==> src/common/short_fault_pkg.sv <==
// constants shared by the short-fault register logic
package short_fault_pkg;
	localparam int FAULT_WIDTH = 10;
	// fault register bit positions, shift order from first to last
	localparam int BIT_A_HIGH = 0;
	localparam int BIT_B_HIGH = 1;
	localparam int BIT_C_HIGH = 2;
	localparam int BIT_A_LOW  = 3;
	localparam int BIT_B_LOW  = 4;
	localparam int BIT_C_LOW  = 5;
	localparam int BIT_REG_UV = 6;
	localparam int BIT_A_BOOT = 7;
	localparam int BIT_B_BOOT = 8;
	localparam int BIT_C_BOOT = 9;
	localparam logic [9:0] FAULT_RESET = 10'h000;
	// reference clock and fault blank time
	localparam int REF_CLK_HZ   = 20_000_000;
	localparam int BLANK_TIME_NS = 2000;
	localparam int BLANK_CYCLES = (BLANK_TIME_NS * (REF_CLK_HZ / 1_000_000) + 999) / 1000;
	localparam int PTR_WIDTH    = 4;
	localparam logic [3:0] LAST_INDEX = 4'h9;
	// serial readout states
	typedef enum logic [2:0] {
		READ_IDLE  = 3'b001,
		READ_SHIFT = 3'b010,
		READ_DONE  = 3'b100
	} read_state_type;
endpackage : short_fault_pkg

==> src/core/sync_two_flop.sv <==
// two flip-flop synchroniser for pin inputs
`timescale 1ns/10ps
module sync_two_flop #(
	parameter int WIDTH = 1
) (
	// clock and control
	input  wire logic             clk,
	input  wire logic             reset,
	input  wire logic             enable,
	// data
	input  wire logic [WIDTH-1:0] async_in,
	output logic      [WIDTH-1:0] sync_out
);
	logic [WIDTH-1:0] first_stage;

	always_ff @(posedge clk) begin
		if (reset) begin
			first_stage <= '0;
			sync_out    <= '0;
		end else if (enable) begin
			first_stage <= async_in;
			sync_out    <= first_stage;
		end
	end
endmodule : sync_two_flop

==> src/core/fet_blank_qualifier.sv <==
// qualifies one drain-source comparator by FET activity and blank time
`timescale 1ns/10ps
module fet_blank_qualifier #(
	parameter int BLANK = short_fault_pkg::BLANK_CYCLES
) (
	// clock and control
	input  wire logic clk,
	input  wire logic reset,
	input  wire logic enable,
	// fet status
	input  wire logic fet_on,
	input  wire logic over_threshold,
	output logic      short_seen
);
	localparam int CW = $clog2(BLANK + 1);
	logic [CW-1:0] blank_count;
	wire           blanked = (blank_count != CW'(BLANK));

	always_ff @(posedge clk) begin
		if (reset) begin
			blank_count <= '0;
		end else if (enable) begin
			if (!fet_on)
				blank_count <= '0;
			else if (blanked)
				blank_count <= blank_count + CW'(1);
		end
	end

	// ignored while the fet is off and until the blank time ends
	assign short_seen = fet_on && !blanked && over_threshold;
endmodule : fet_blank_qualifier

==> src/core/bridge_short_fault_register.sv <==
// short-fault detection, fault flags and serial fault register readout
// Notes on behaviour
// - shutdown enable low: shorts neither latch the flag nor disable the FETs; flag live.
// - every short is stored in the register even with shutdown enable low.
// - low-side comparators ignored while FET off and for one blank time.
// - qualified short raises clock flag; with shutdown enable high latches and disables gates.
// - high-side comparators qualified the same way detect shorts to ground.
// - shorted winding shows as simultaneous high and low side bits.
// - flags only say probable short; register gives type and location.
// - ten bits: three high shorts, three low shorts, regulator uv, three boot uv.
// - bits accumulate; clear only on reset, power cycle, or completed read.
// - logic supply undervoltage clears the register and shows both flags high.
// - serial access only while the clock flag is released high.
// - flags are open drain; released clock flag is sensed as shift clock.
// - controller pulling clock flag low starts read with first bit on data flag.
// - each high-low clock cycle presents the next bit, ten in all.
// - extra cycle after last bit clears register and flags, both driven low.
// - persisting unlatched faults show on the flags right after the clear; a live short shows one cycle later.
// - regulator uv bit latches independently and may stay set after power-on.
// - overtemperature releases data flag, keeps clock flag low until recovery.
// - boot undervoltage state latched until reset or completed read.
`timescale 1ns/10ps
module bridge_short_fault_register #(
	parameter int BLANK = short_fault_pkg::BLANK_CYCLES
) (
	// clock, reset and enable
	input  wire logic       REF_CLK,
	input  wire logic       RESET,
	input  wire logic       CLK_EN,
	// device reset pin, active low, from outside
	input  wire logic       RESET_N_PIN,
	// configuration
	input  wire logic       SHUTDOWN_ON_FAULT,
	// fet activity and comparators: bit 0 phase a, 1 b, 2 c
	input  wire logic [2:0] HIGH_FET_ON,
	input  wire logic [2:0] LOW_FET_ON,
	input  wire logic [2:0] HIGH_OVER_THRESHOLD,
	input  wire logic [2:0] LOW_OVER_THRESHOLD,
	// supply and temperature monitors
	input  wire logic       REGULATOR_UV,
	input  wire logic       LOGIC_SUPPLY_UV,
	input  wire logic       OVER_TEMPERATURE,
	input  wire logic [2:0] BOOT_UV,
	// fault flag pins, open drain
	input  wire logic       FAULT_FLAG_DATA_IN,
	output logic            FAULT_FLAG_DATA_OUT,
	output logic            FAULT_FLAG_DATA_OE_N,
	input  wire logic       FAULT_FLAG_CLOCK_IN,
	output logic            FAULT_FLAG_CLOCK_OUT,
	output logic            FAULT_FLAG_CLOCK_OE_N,
	// gate drive disable
	output logic            GATES_DISABLED,
	// register view
	output logic [9:0]      FAULT_CAPTURE_SHIFT
);
	logic [9:0]     fault_capture_shift;
	logic           short_latched;
	logic           boot_latched;
	logic [3:0]     bit_index;
	logic           clock_pin_sync;
	logic           clock_pin_prev;
	logic           reset_n_sync;
	logic [5:0]     monitor_sync;
	logic [2:0]     high_short;
	logic [2:0]     low_short;
	logic [9:0]     next_fault;
	logic           next_short_latched;
	logic           next_boot_latched;
	short_fault_pkg::read_state_type read_state;
	short_fault_pkg::read_state_type next_read_state;
	logic [3:0]     next_bit_index;

	// synchronise the device reset pin and the clock flag pin
	sync_two_flop #(.WIDTH(2)) u_pin_sync (
		.clk     (REF_CLK),
		.reset   (RESET),
		.enable  (CLK_EN),
		.async_in({RESET_N_PIN, FAULT_FLAG_CLOCK_IN}),
		.sync_out({reset_n_sync, clock_pin_sync})
	);

	// analog monitor levels come from outside the clock domain
	sync_two_flop #(.WIDTH(6)) u_monitor_sync (
		.clk     (REF_CLK),
		.reset   (RESET),
		.enable  (CLK_EN),
		.async_in({REGULATOR_UV, LOGIC_SUPPLY_UV, OVER_TEMPERATURE, BOOT_UV}),
		.sync_out(monitor_sync)
	);
	wire       regulator_uv = monitor_sync[5];
	wire       logic_uv     = monitor_sync[4];
	wire       over_temp    = monitor_sync[3];
	wire [2:0] boot_uv      = monitor_sync[2:0];

	// per-fet qualification by activity and blank time
	genvar g;
	for (g = 0; g < 3; g++) begin : g_phase
		fet_blank_qualifier #(.BLANK(BLANK)) u_high (
			.clk           (REF_CLK),
			.reset         (RESET),
			.enable        (CLK_EN),
			.fet_on        (HIGH_FET_ON[g]),
			.over_threshold(HIGH_OVER_THRESHOLD[g]),
			.short_seen    (high_short[g])
		);
		fet_blank_qualifier #(.BLANK(BLANK)) u_low (
			.clk           (REF_CLK),
			.reset         (RESET),
			.enable        (CLK_EN),
			.fet_on        (LOW_FET_ON[g]),
			.over_threshold(LOW_OVER_THRESHOLD[g]),
			.short_seen    (low_short[g])
		);
	end

	// clock flag edges, valid only while the pin is released
	wire clock_fall = clock_pin_prev && !clock_pin_sync;
	wire any_short  = |high_short || |low_short;
	// shorts show both bits when a winding is shorted; no extra detector
	wire [9:0] new_faults = {boot_uv, regulator_uv, low_short, high_short};

	// flag levels before the serial read takes over the pins
	wire short_flag   = any_short || short_latched;
	wire uv_flag      = logic_uv || regulator_uv || boot_latched;
	wire clock_flag   = short_flag || uv_flag;
	wire data_flag    = uv_flag || over_temp;
	wire reading      = (read_state == short_fault_pkg::READ_SHIFT);
	wire read_allowed = clock_flag && !over_temp;
	wire read_end     = reading && clock_fall && bit_index == short_fault_pkg::LAST_INDEX;
	wire clear_all    = !reset_n_sync || read_end;

	// serial read sequencer
	always_comb begin
		next_read_state = read_state;
		next_bit_index  = bit_index;
		unique case (read_state)
			short_fault_pkg::READ_IDLE: begin
				if (read_allowed && clock_fall) begin
					next_read_state = short_fault_pkg::READ_SHIFT;
					next_bit_index  = 4'h0;
				end
			end
			short_fault_pkg::READ_SHIFT: begin
				if (clock_fall) begin
					if (bit_index == short_fault_pkg::LAST_INDEX)
						next_read_state = short_fault_pkg::READ_DONE;
					else
						next_bit_index = bit_index + 4'h1;
				end
			end
			short_fault_pkg::READ_DONE: begin
				// the controller still pulls the pin low here, so its release shows no
				// edge; leave at once or the flags would stay cleared for good
				next_read_state = short_fault_pkg::READ_IDLE;
			end
			default: next_read_state = short_fault_pkg::READ_IDLE;
		endcase
		if (logic_uv || !reset_n_sync)
			next_read_state = short_fault_pkg::READ_IDLE;
	end

	// register and latched fault states
	always_comb begin
		next_fault         = fault_capture_shift | new_faults;
		next_short_latched = short_latched ||
			(SHUTDOWN_ON_FAULT && any_short);
		next_boot_latched  = boot_latched || |boot_uv;
		if (clear_all) begin
			// a fault arriving in the clearing cycle is kept: set wins over clear
			next_fault         = new_faults;
			next_short_latched = SHUTDOWN_ON_FAULT && any_short;
			next_boot_latched  = |boot_uv;
		end
		if (logic_uv) begin
			next_fault         = short_fault_pkg::FAULT_RESET;
			next_short_latched = 1'b0;
			next_boot_latched  = 1'b0;
		end
	end

	always_ff @(posedge REF_CLK) begin
		if (RESET) begin
			fault_capture_shift <= short_fault_pkg::FAULT_RESET;
			short_latched       <= 1'b0;
			boot_latched        <= 1'b0;
			read_state          <= short_fault_pkg::READ_IDLE;
			bit_index           <= 4'h0;
			clock_pin_prev      <= 1'b0;
		end else if (CLK_EN) begin
			fault_capture_shift <= next_fault;
			short_latched       <= next_short_latched;
			boot_latched        <= next_boot_latched;
			read_state          <= next_read_state;
			bit_index           <= next_bit_index;
			clock_pin_prev      <= clock_pin_sync;
		end
	end

	// pin drive: output value is always low, the enable decides release
	logic data_release;
	logic clock_release;
	logic gates_off;
	always_ff @(posedge REF_CLK) begin
		if (RESET) begin
			data_release  <= 1'b0;
			clock_release <= 1'b0;
			gates_off     <= 1'b0;
		end else if (CLK_EN) begin
			if (next_read_state == short_fault_pkg::READ_SHIFT) begin
				// data flag carries the current bit, clock pin left to controller
				data_release  <= next_fault[next_bit_index];
				clock_release <= 1'b1;
			end else if (next_read_state == short_fault_pkg::READ_DONE) begin
				// after clear: persisting logic and regulator undervoltage and overtemperature shown at once, boot undervoltage and a live short only from the next cycle
				data_release  <= logic_uv || regulator_uv || over_temp;
				clock_release <= logic_uv || regulator_uv;
			end else begin
				data_release  <= logic_uv || (!clear_all && (regulator_uv ||
					next_boot_latched || over_temp));
				clock_release <= logic_uv || (!clear_all && (regulator_uv ||
					next_boot_latched || next_short_latched || any_short));
			end
			gates_off <= logic_uv || regulator_uv || next_boot_latched ||
				(SHUTDOWN_ON_FAULT && (next_short_latched || over_temp));
		end
	end

	assign FAULT_FLAG_DATA_OUT   = 1'b0;
	assign FAULT_FLAG_CLOCK_OUT  = 1'b0;
	assign FAULT_FLAG_DATA_OE_N  = data_release;
	assign FAULT_FLAG_CLOCK_OE_N = clock_release;
	assign GATES_DISABLED        = gates_off;
	assign FAULT_CAPTURE_SHIFT   = fault_capture_shift;
endmodule : bridge_short_fault_register

==> config.mk <==
export PLATFORM = sky130hd
export DESIGN_NAME = bridge_short_fault_register
export DESIGN_NICKNAME = d
export VERILOG_FILES = /design/src/common/short_fault_pkg.sv /design/src/core/sync_two_flop.sv /design/src/core/fet_blank_qualifier.sv /design/src/core/bridge_short_fault_register.sv
export SDC_FILE = /design/constraint.sdc
export NUM_CORES = 1
export LEC_CHECK = 0
export ABC_CLOCK_PERIOD_IN_PS = 3500
export BUFFER_PORTS_ARGS = -buffer_cell sky130_fd_sc_hd__buf_2
export CAP_MARGIN = 20
export CELL_PAD_IN_SITES_DETAIL_PLACEMENT = 0
export CELL_PAD_IN_SITES_GLOBAL_PLACEMENT = 1
export CORE_MARGIN = 10
export CORE_UTILIZATION = 26
export DETAILED_ROUTE_END_ITERATION = 8
export GPL_TIMING_DRIVEN = 0
export MAX_ROUTING_LAYER = met4
export PLACE_DENSITY_LB_ADDON = 0.25
export SKIP_CTS_REPAIR_TIMING = 1
export SLEW_MARGIN = 20
export SYNTH_ARGS = -nofsm -noshare
export SYNTH_HDL_FRONTEND = slang
export SYNTH_SLANG_ARGS = --single-unit
==> constraint.sdc <==
create_clock -name REF_CLK -period 3.5 [get_ports REF_CLK]
set_input_delay 0.35 -clock REF_CLK [delete_from_list [all_inputs] [get_ports REF_CLK]]
set_output_delay 0.35 -clock REF_CLK [all_outputs]
set_load 0.02 [all_outputs]
==> results.md <==
- For this block, the initial DRC count from the detailed router was 158.
- The placed instances occupy a cell area of 4205 um2.
- Between clock sinks in the finished design, the worst skew comes to 5.573 ps.
- The top cell type by total area after synthesis is sky130_fd_sc_hd__dfxtp_1.
- The number of antenna cells inserted is 0.
- Subtracting the final worst setup slack from the clock period gives 2813 ps.
- The number of synthesized flops with an enable pin is 0.
- The detail route stage leaves a number of antenna-violating nets equal to 0.
- The global-route wire length before repair is 17360 um.
- Using the TritonRoute via totals, the vias-per-cell ratio works out to 4.859.
- In this design, the stage delay of the slowest critical-path cell is 740 ps.
- The post-synthesis instance area is 3791 um2.
- The dominant synthesized flop cell is sky130_fd_sc_hd__dfxtp_1.
- Summing the areas of all compound-gate instances in the mapped netlist gives 14.16% of the synthesized area.
- The synthesized netlist devotes 6.700% of its cell area to XOR and XNOR gates.
- Summed over all cells, the static leakage comes to 1.749 nW.
- Clock tree synthesis selected as its root buffer the cell sky130_fd_sc_hd__clkbuf_16.
- The total wirelength of the detailed-routed design is 10930 um.
- The count of buffers added on input and output ports is 36.
- The Yosys step of the flow raised 0 warnings.
- Sequential elements use 39.60% of the synthesized area.
- The total iterations of the first detailed-routing run is 4.
- The number of placed instances, taps included, is 672.
- The maximum count of clock buffers along a single path is 2.
- The die is 140.8 um wide.
- In the global route stage, overall resource usage came out at 11.39%.
- Dividing the synthesized area by the synthesized cell count gives 8.406 um2.
- The worst setup path is captured at a flop.
- The average wire length per cell after detail routing is 15.89 um.
- Counting the buffers created by CTS gives 9.
- The global-route layer with the greatest usage is met2.
- The H-tree was split into 3 levels.
- Synthesis produced 451 cells.
- Summed over its instances, the top area cell type makes up 39.60% of the synthesized netlist area.
- The async set-or-reset flop fraction in the synthesized netlist is 0%.
- The TritonCTS clock tree is built.
- The final RePlAce weighted congestion is 0.8885.
- The critical path is of the flop to flop type.
- After clock tree synthesis, the clock-pin slew on the worst setup and hold paths is 60 ps.
- The total chip power is 1.985 mW.
- The mux cell area share after synthesis is 4.752%.
- The number of primary I/O pins is 40.
- Setup violations remaining at the end of the flow were counted as 0.
- Of the total synthesized cell area, the portion taken by full adders, half adders and majority gates is 4.620%.
- The global-route met1 utilization is 13.64%.
- Max-cap violations in this run came to 0.
- The synthesized netlist devotes 26.30% of its cell area to simple gates.
- Once the floorplan was initialized, standard cells occupied 26.28% of the core.
- In the post-synthesis netlist, the biggest area contributors are sky130_fd_sc_hd__dfxtp_1 (40%), sky130_fd_sc_hd__nor2_1 (8.2%), sky130_fd_sc_hd__xor2_1 (5.1%).
- The via count of the first global-routing pass came to 3333.
- Relative to the synthesized area, the layout overhead comes to 18.71%.
- The net count of the finished layout is 538.
- Based on the critical path, the design can be clocked at up to 355.4 MHz.
- After floorplanning, the core was divided into 44 placement rows.
- The setup slack after placement is 752.1 ps.
- The global routing met3 resource utilization is 3.359%.
- The total DRC errors in the routed layout is 0.
- The worst setup path is launched from a flop.
- The area inside the core boundary is 14420 um2.
- The final-report max-slew violation count is 0.
- The worst path meets setup with 686.5 ps of slack.
- The number of hold violations in the final report is 0.
- The largest family of logic cells by synthesized area is simple AND/OR/NAND/NOR gates.
- The finished cells cover 4501 um2.
- STA puts the critical path data arrival time at 3050 ps.
- The later-pin clock latency in the skew report is 340 ps.
- Synthesis inferred 75 register bits.
- Setup total negative slack on the finished layout was measured at 0 ps.
- The worst path required time is 3730 ps.
- The number of buffers and inverters on the critical path is 1.
- The clock sink total is 75.
- After filler insertion, the fill cell instance count of the layout stands at 1558.
- The worst-path cell with the longest stage delay is sky130_fd_sc_hd__a31oi_1.
- The total overflow left after global routing is 0.
- The fraction of layout instances using a drive strength above 1 is 13.29%.
- The wire-length estimate of the detail-placed layout is 8029 um.
- The initial antenna violation count is 0.
- Dividing the final minimum period by the clock period gives 80.39%.
- The final design utilization is 31.20%.
- The distinct cell type count after synthesis is 58.
- Traced cell by cell, the critical path runs through inv_1, ha_1, and3b_1, a31oi_1, a21o_1, nor2_1, nor4_1, o2111ai_1, a211o_1, o311ai_1.
- Among cell families on the critical path, the largest total delay comes from compound AO/OA/AOI/OAI gates.
- The worst slew margin relative to its limit is 39.78%.
- Global routing used 17.83% of the available met2 tracks.
- The power density over cell area is 441.0 nW/um2.
- Setup repair after global routing left no endpoint under its margin.
- The tightest hold path in the finished design has a slack of 244.1 ps.
- At the pin with the least slew margin, the transition time is 899.1 ps.
- The finished layout holds 688 standard cells, fillers aside.
- The largest net degree at the start of global routing is 13.
- The worst-case IR drop observed on VDD is 0.2382 mV.
- The worst hold path belongs to the class primary input to flop.
- The die is 140.8 um tall.
- The total number of vias is 3343.
- The maximum fanout along the worst path is 8.
- The flow ran to the end, and the final reports show no timing, DRC or antenna violations.
- The floorplan die area is 19810 um2.
==> worst paths after layout <==
kind / from / end / slack [ps] / cells past startpoint
worst min register to register: g_phase[0].u_high.blank_count[5]$_SDFFE_PP0P_ / g_phase[0].u_high.blank_count[5]$_SDFFE_PP0P_ / 490 / 2
worst max-delay path: bit_index[1]$_SDFFE_PP0P_ / FAULT_FLAG_DATA_OE_N$_SDFFE_PP0P_ / 690 / 10
worst max register to register: bit_index[1]$_SDFFE_PP0P_ / FAULT_FLAG_DATA_OE_N$_SDFFE_PP0P_ / 690 / 10
worst min-delay path: RESET_N_PIN / u_pin_sync.first_stage[1]$_SDFFE_PP0P_ / 240 / 3
==> Yosys cell counts (2+ instances only) <==
cell type,instances
sky130_fd_sc_hd__xnor2_1,7
sky130_fd_sc_hd__nor4_1,4
sky130_fd_sc_hd__and2_1,3
sky130_fd_sc_hd__xor2_1,22
sky130_fd_sc_hd__nor3_1,10
sky130_fd_sc_hd__buf_4,2
sky130_fd_sc_hd__a21o_1,3
sky130_fd_sc_hd__or2_2,2
sky130_fd_sc_hd__o21bai_1,4
sky130_fd_sc_hd__nand3b_1,4
sky130_fd_sc_hd__a31oi_1,5
sky130_fd_sc_hd__inv_1,18
sky130_fd_sc_hd__a22oi_1,10
sky130_fd_sc_hd__mux2i_1,18
sky130_fd_sc_hd__a21oi_1,29
sky130_fd_sc_hd__nand2_1,26
sky130_fd_sc_hd__dfxtp_1,75
sky130_fd_sc_hd__nand3_1,21
sky130_fd_sc_hd__o21ai_0,10
sky130_fd_sc_hd__o22ai_1,2
sky130_fd_sc_hd__o2111ai_1,2
sky130_fd_sc_hd__nor2_1,83
sky130_fd_sc_hd__nand2b_1,6
sky130_fd_sc_hd__clkbuf_1,13
sky130_fd_sc_hd__and4_1,5
sky130_fd_sc_hd__o211ai_1,3
sky130_fd_sc_hd__buf_1,2
sky130_fd_sc_hd__a211o_1,3
sky130_fd_sc_hd__and4bb_2,3
sky130_fd_sc_hd__ha_1,14
sky130_fd_sc_hd__nor4bb_1,2
sky130_fd_sc_hd__nand4_1,14
==> per-layer routing <==
metal | routed length [um] | share of wire [%] | vias to the layer above
met4 | 163 | 1.5 | 0
met2 | 5200 | 48 | 54
met1 | 5213 | 48 | 1596
met5 | 0 | 0 | -
li1 | - | - | 1683
met3 | 355 | 3.2 | 10
==> registers in the layout, summed over array words and instances, names as in the netlist <==
| signal | flops |
|---|---|
| u_monitor_sync.first_stage | 6 |
| read_state | 3 |
| g_phase.u_high.blank_count | 18 |
| u_pin_sync.sync_out | 2 |
| g_phase.u_low.blank_count | 18 |
| FAULT_FLAG_CLOCK_OE_N | 1 |
| short_latched | 1 |
| GATES_DISABLED | 1 |
| boot_latched | 1 |
| bit_index | 4 |
| clock_pin_prev | 1 |
| FAULT_CAPTURE_SHIFT | 10 |
| u_pin_sync.first_stage | 2 |
| u_monitor_sync.sync_out | 6 |
| FAULT_FLAG_DATA_OE_N | 1 |
==> worst reg2reg max path: cells and delay by family, from the launching register on <==
kind	cells	cell delay (ps)
AOI/OAI and AO/OA	5	1590
and+or+nand+nor	3	460
DFF	1	400
adders and majority gates	1	190
buffers and inverters	1	70
==> power by group <==
part | internal [mW] | switching, mW
clock | 0.568 | 0.364
combinational | 0.0572 | 0.102
sequential | 0.875 | 0.0196
==> layout by cell type, fill, tap and decap left out, types with 7 or more instances in the layout <==
master / instances
sky130_fd_sc_hd__inv_1: 18
sky130_fd_sc_hd__a22oi_1: 10
sky130_fd_sc_hd__xor2_1: 22
sky130_fd_sc_hd__nand4_1: 14
sky130_fd_sc_hd__mux2i_1: 18
sky130_fd_sc_hd__clkbuf_1: 14
sky130_fd_sc_hd__nand2_1: 26
sky130_fd_sc_hd__clkbuf_16: 9
sky130_fd_sc_hd__ha_1: 14
sky130_fd_sc_hd__nand3_1: 21
sky130_fd_sc_hd__o21ai_0: 10
sky130_fd_sc_hd__nor2_1: 83
sky130_fd_sc_hd__nor3_1: 10
sky130_fd_sc_hd__xnor2_1: 7
sky130_fd_sc_hd__buf_2: 36
sky130_fd_sc_hd__a21oi_1: 29
sky130_fd_sc_hd__dfxtp_1: 75
==> logic make-up (layout without fill, tap and decap cells) <==
group,count (synthesis),count (layout)
and+or+nand+nor,195,195
adders and majority gates,14,14
xor gates and xnor gates,29,29
muxes,18,18
buffers and inverters,36,88
DFF,75,75
AOI/OAI and AO/OA,83,83
other,1,2
==> final cells by class <==
class / instances / area (um2) / area share, %
Timing Repair Buffer: 36 / 180.2 / 4.003
Multi-Input combinational cell: 341 / 2151 / 47.79
Inverter: 19 / 71.32 / 1.585
Buffer: 17 / 71.32 / 1.585
Clock inverter: 5 / 52.55 / 1.168
Sequential cell: 75 / 1501 / 33.36
Tap cell: 184 / 230.2 / 5.115
Clock buffer: 11 / 242.7 / 5.393
Power figures use the tool's default switching activity.
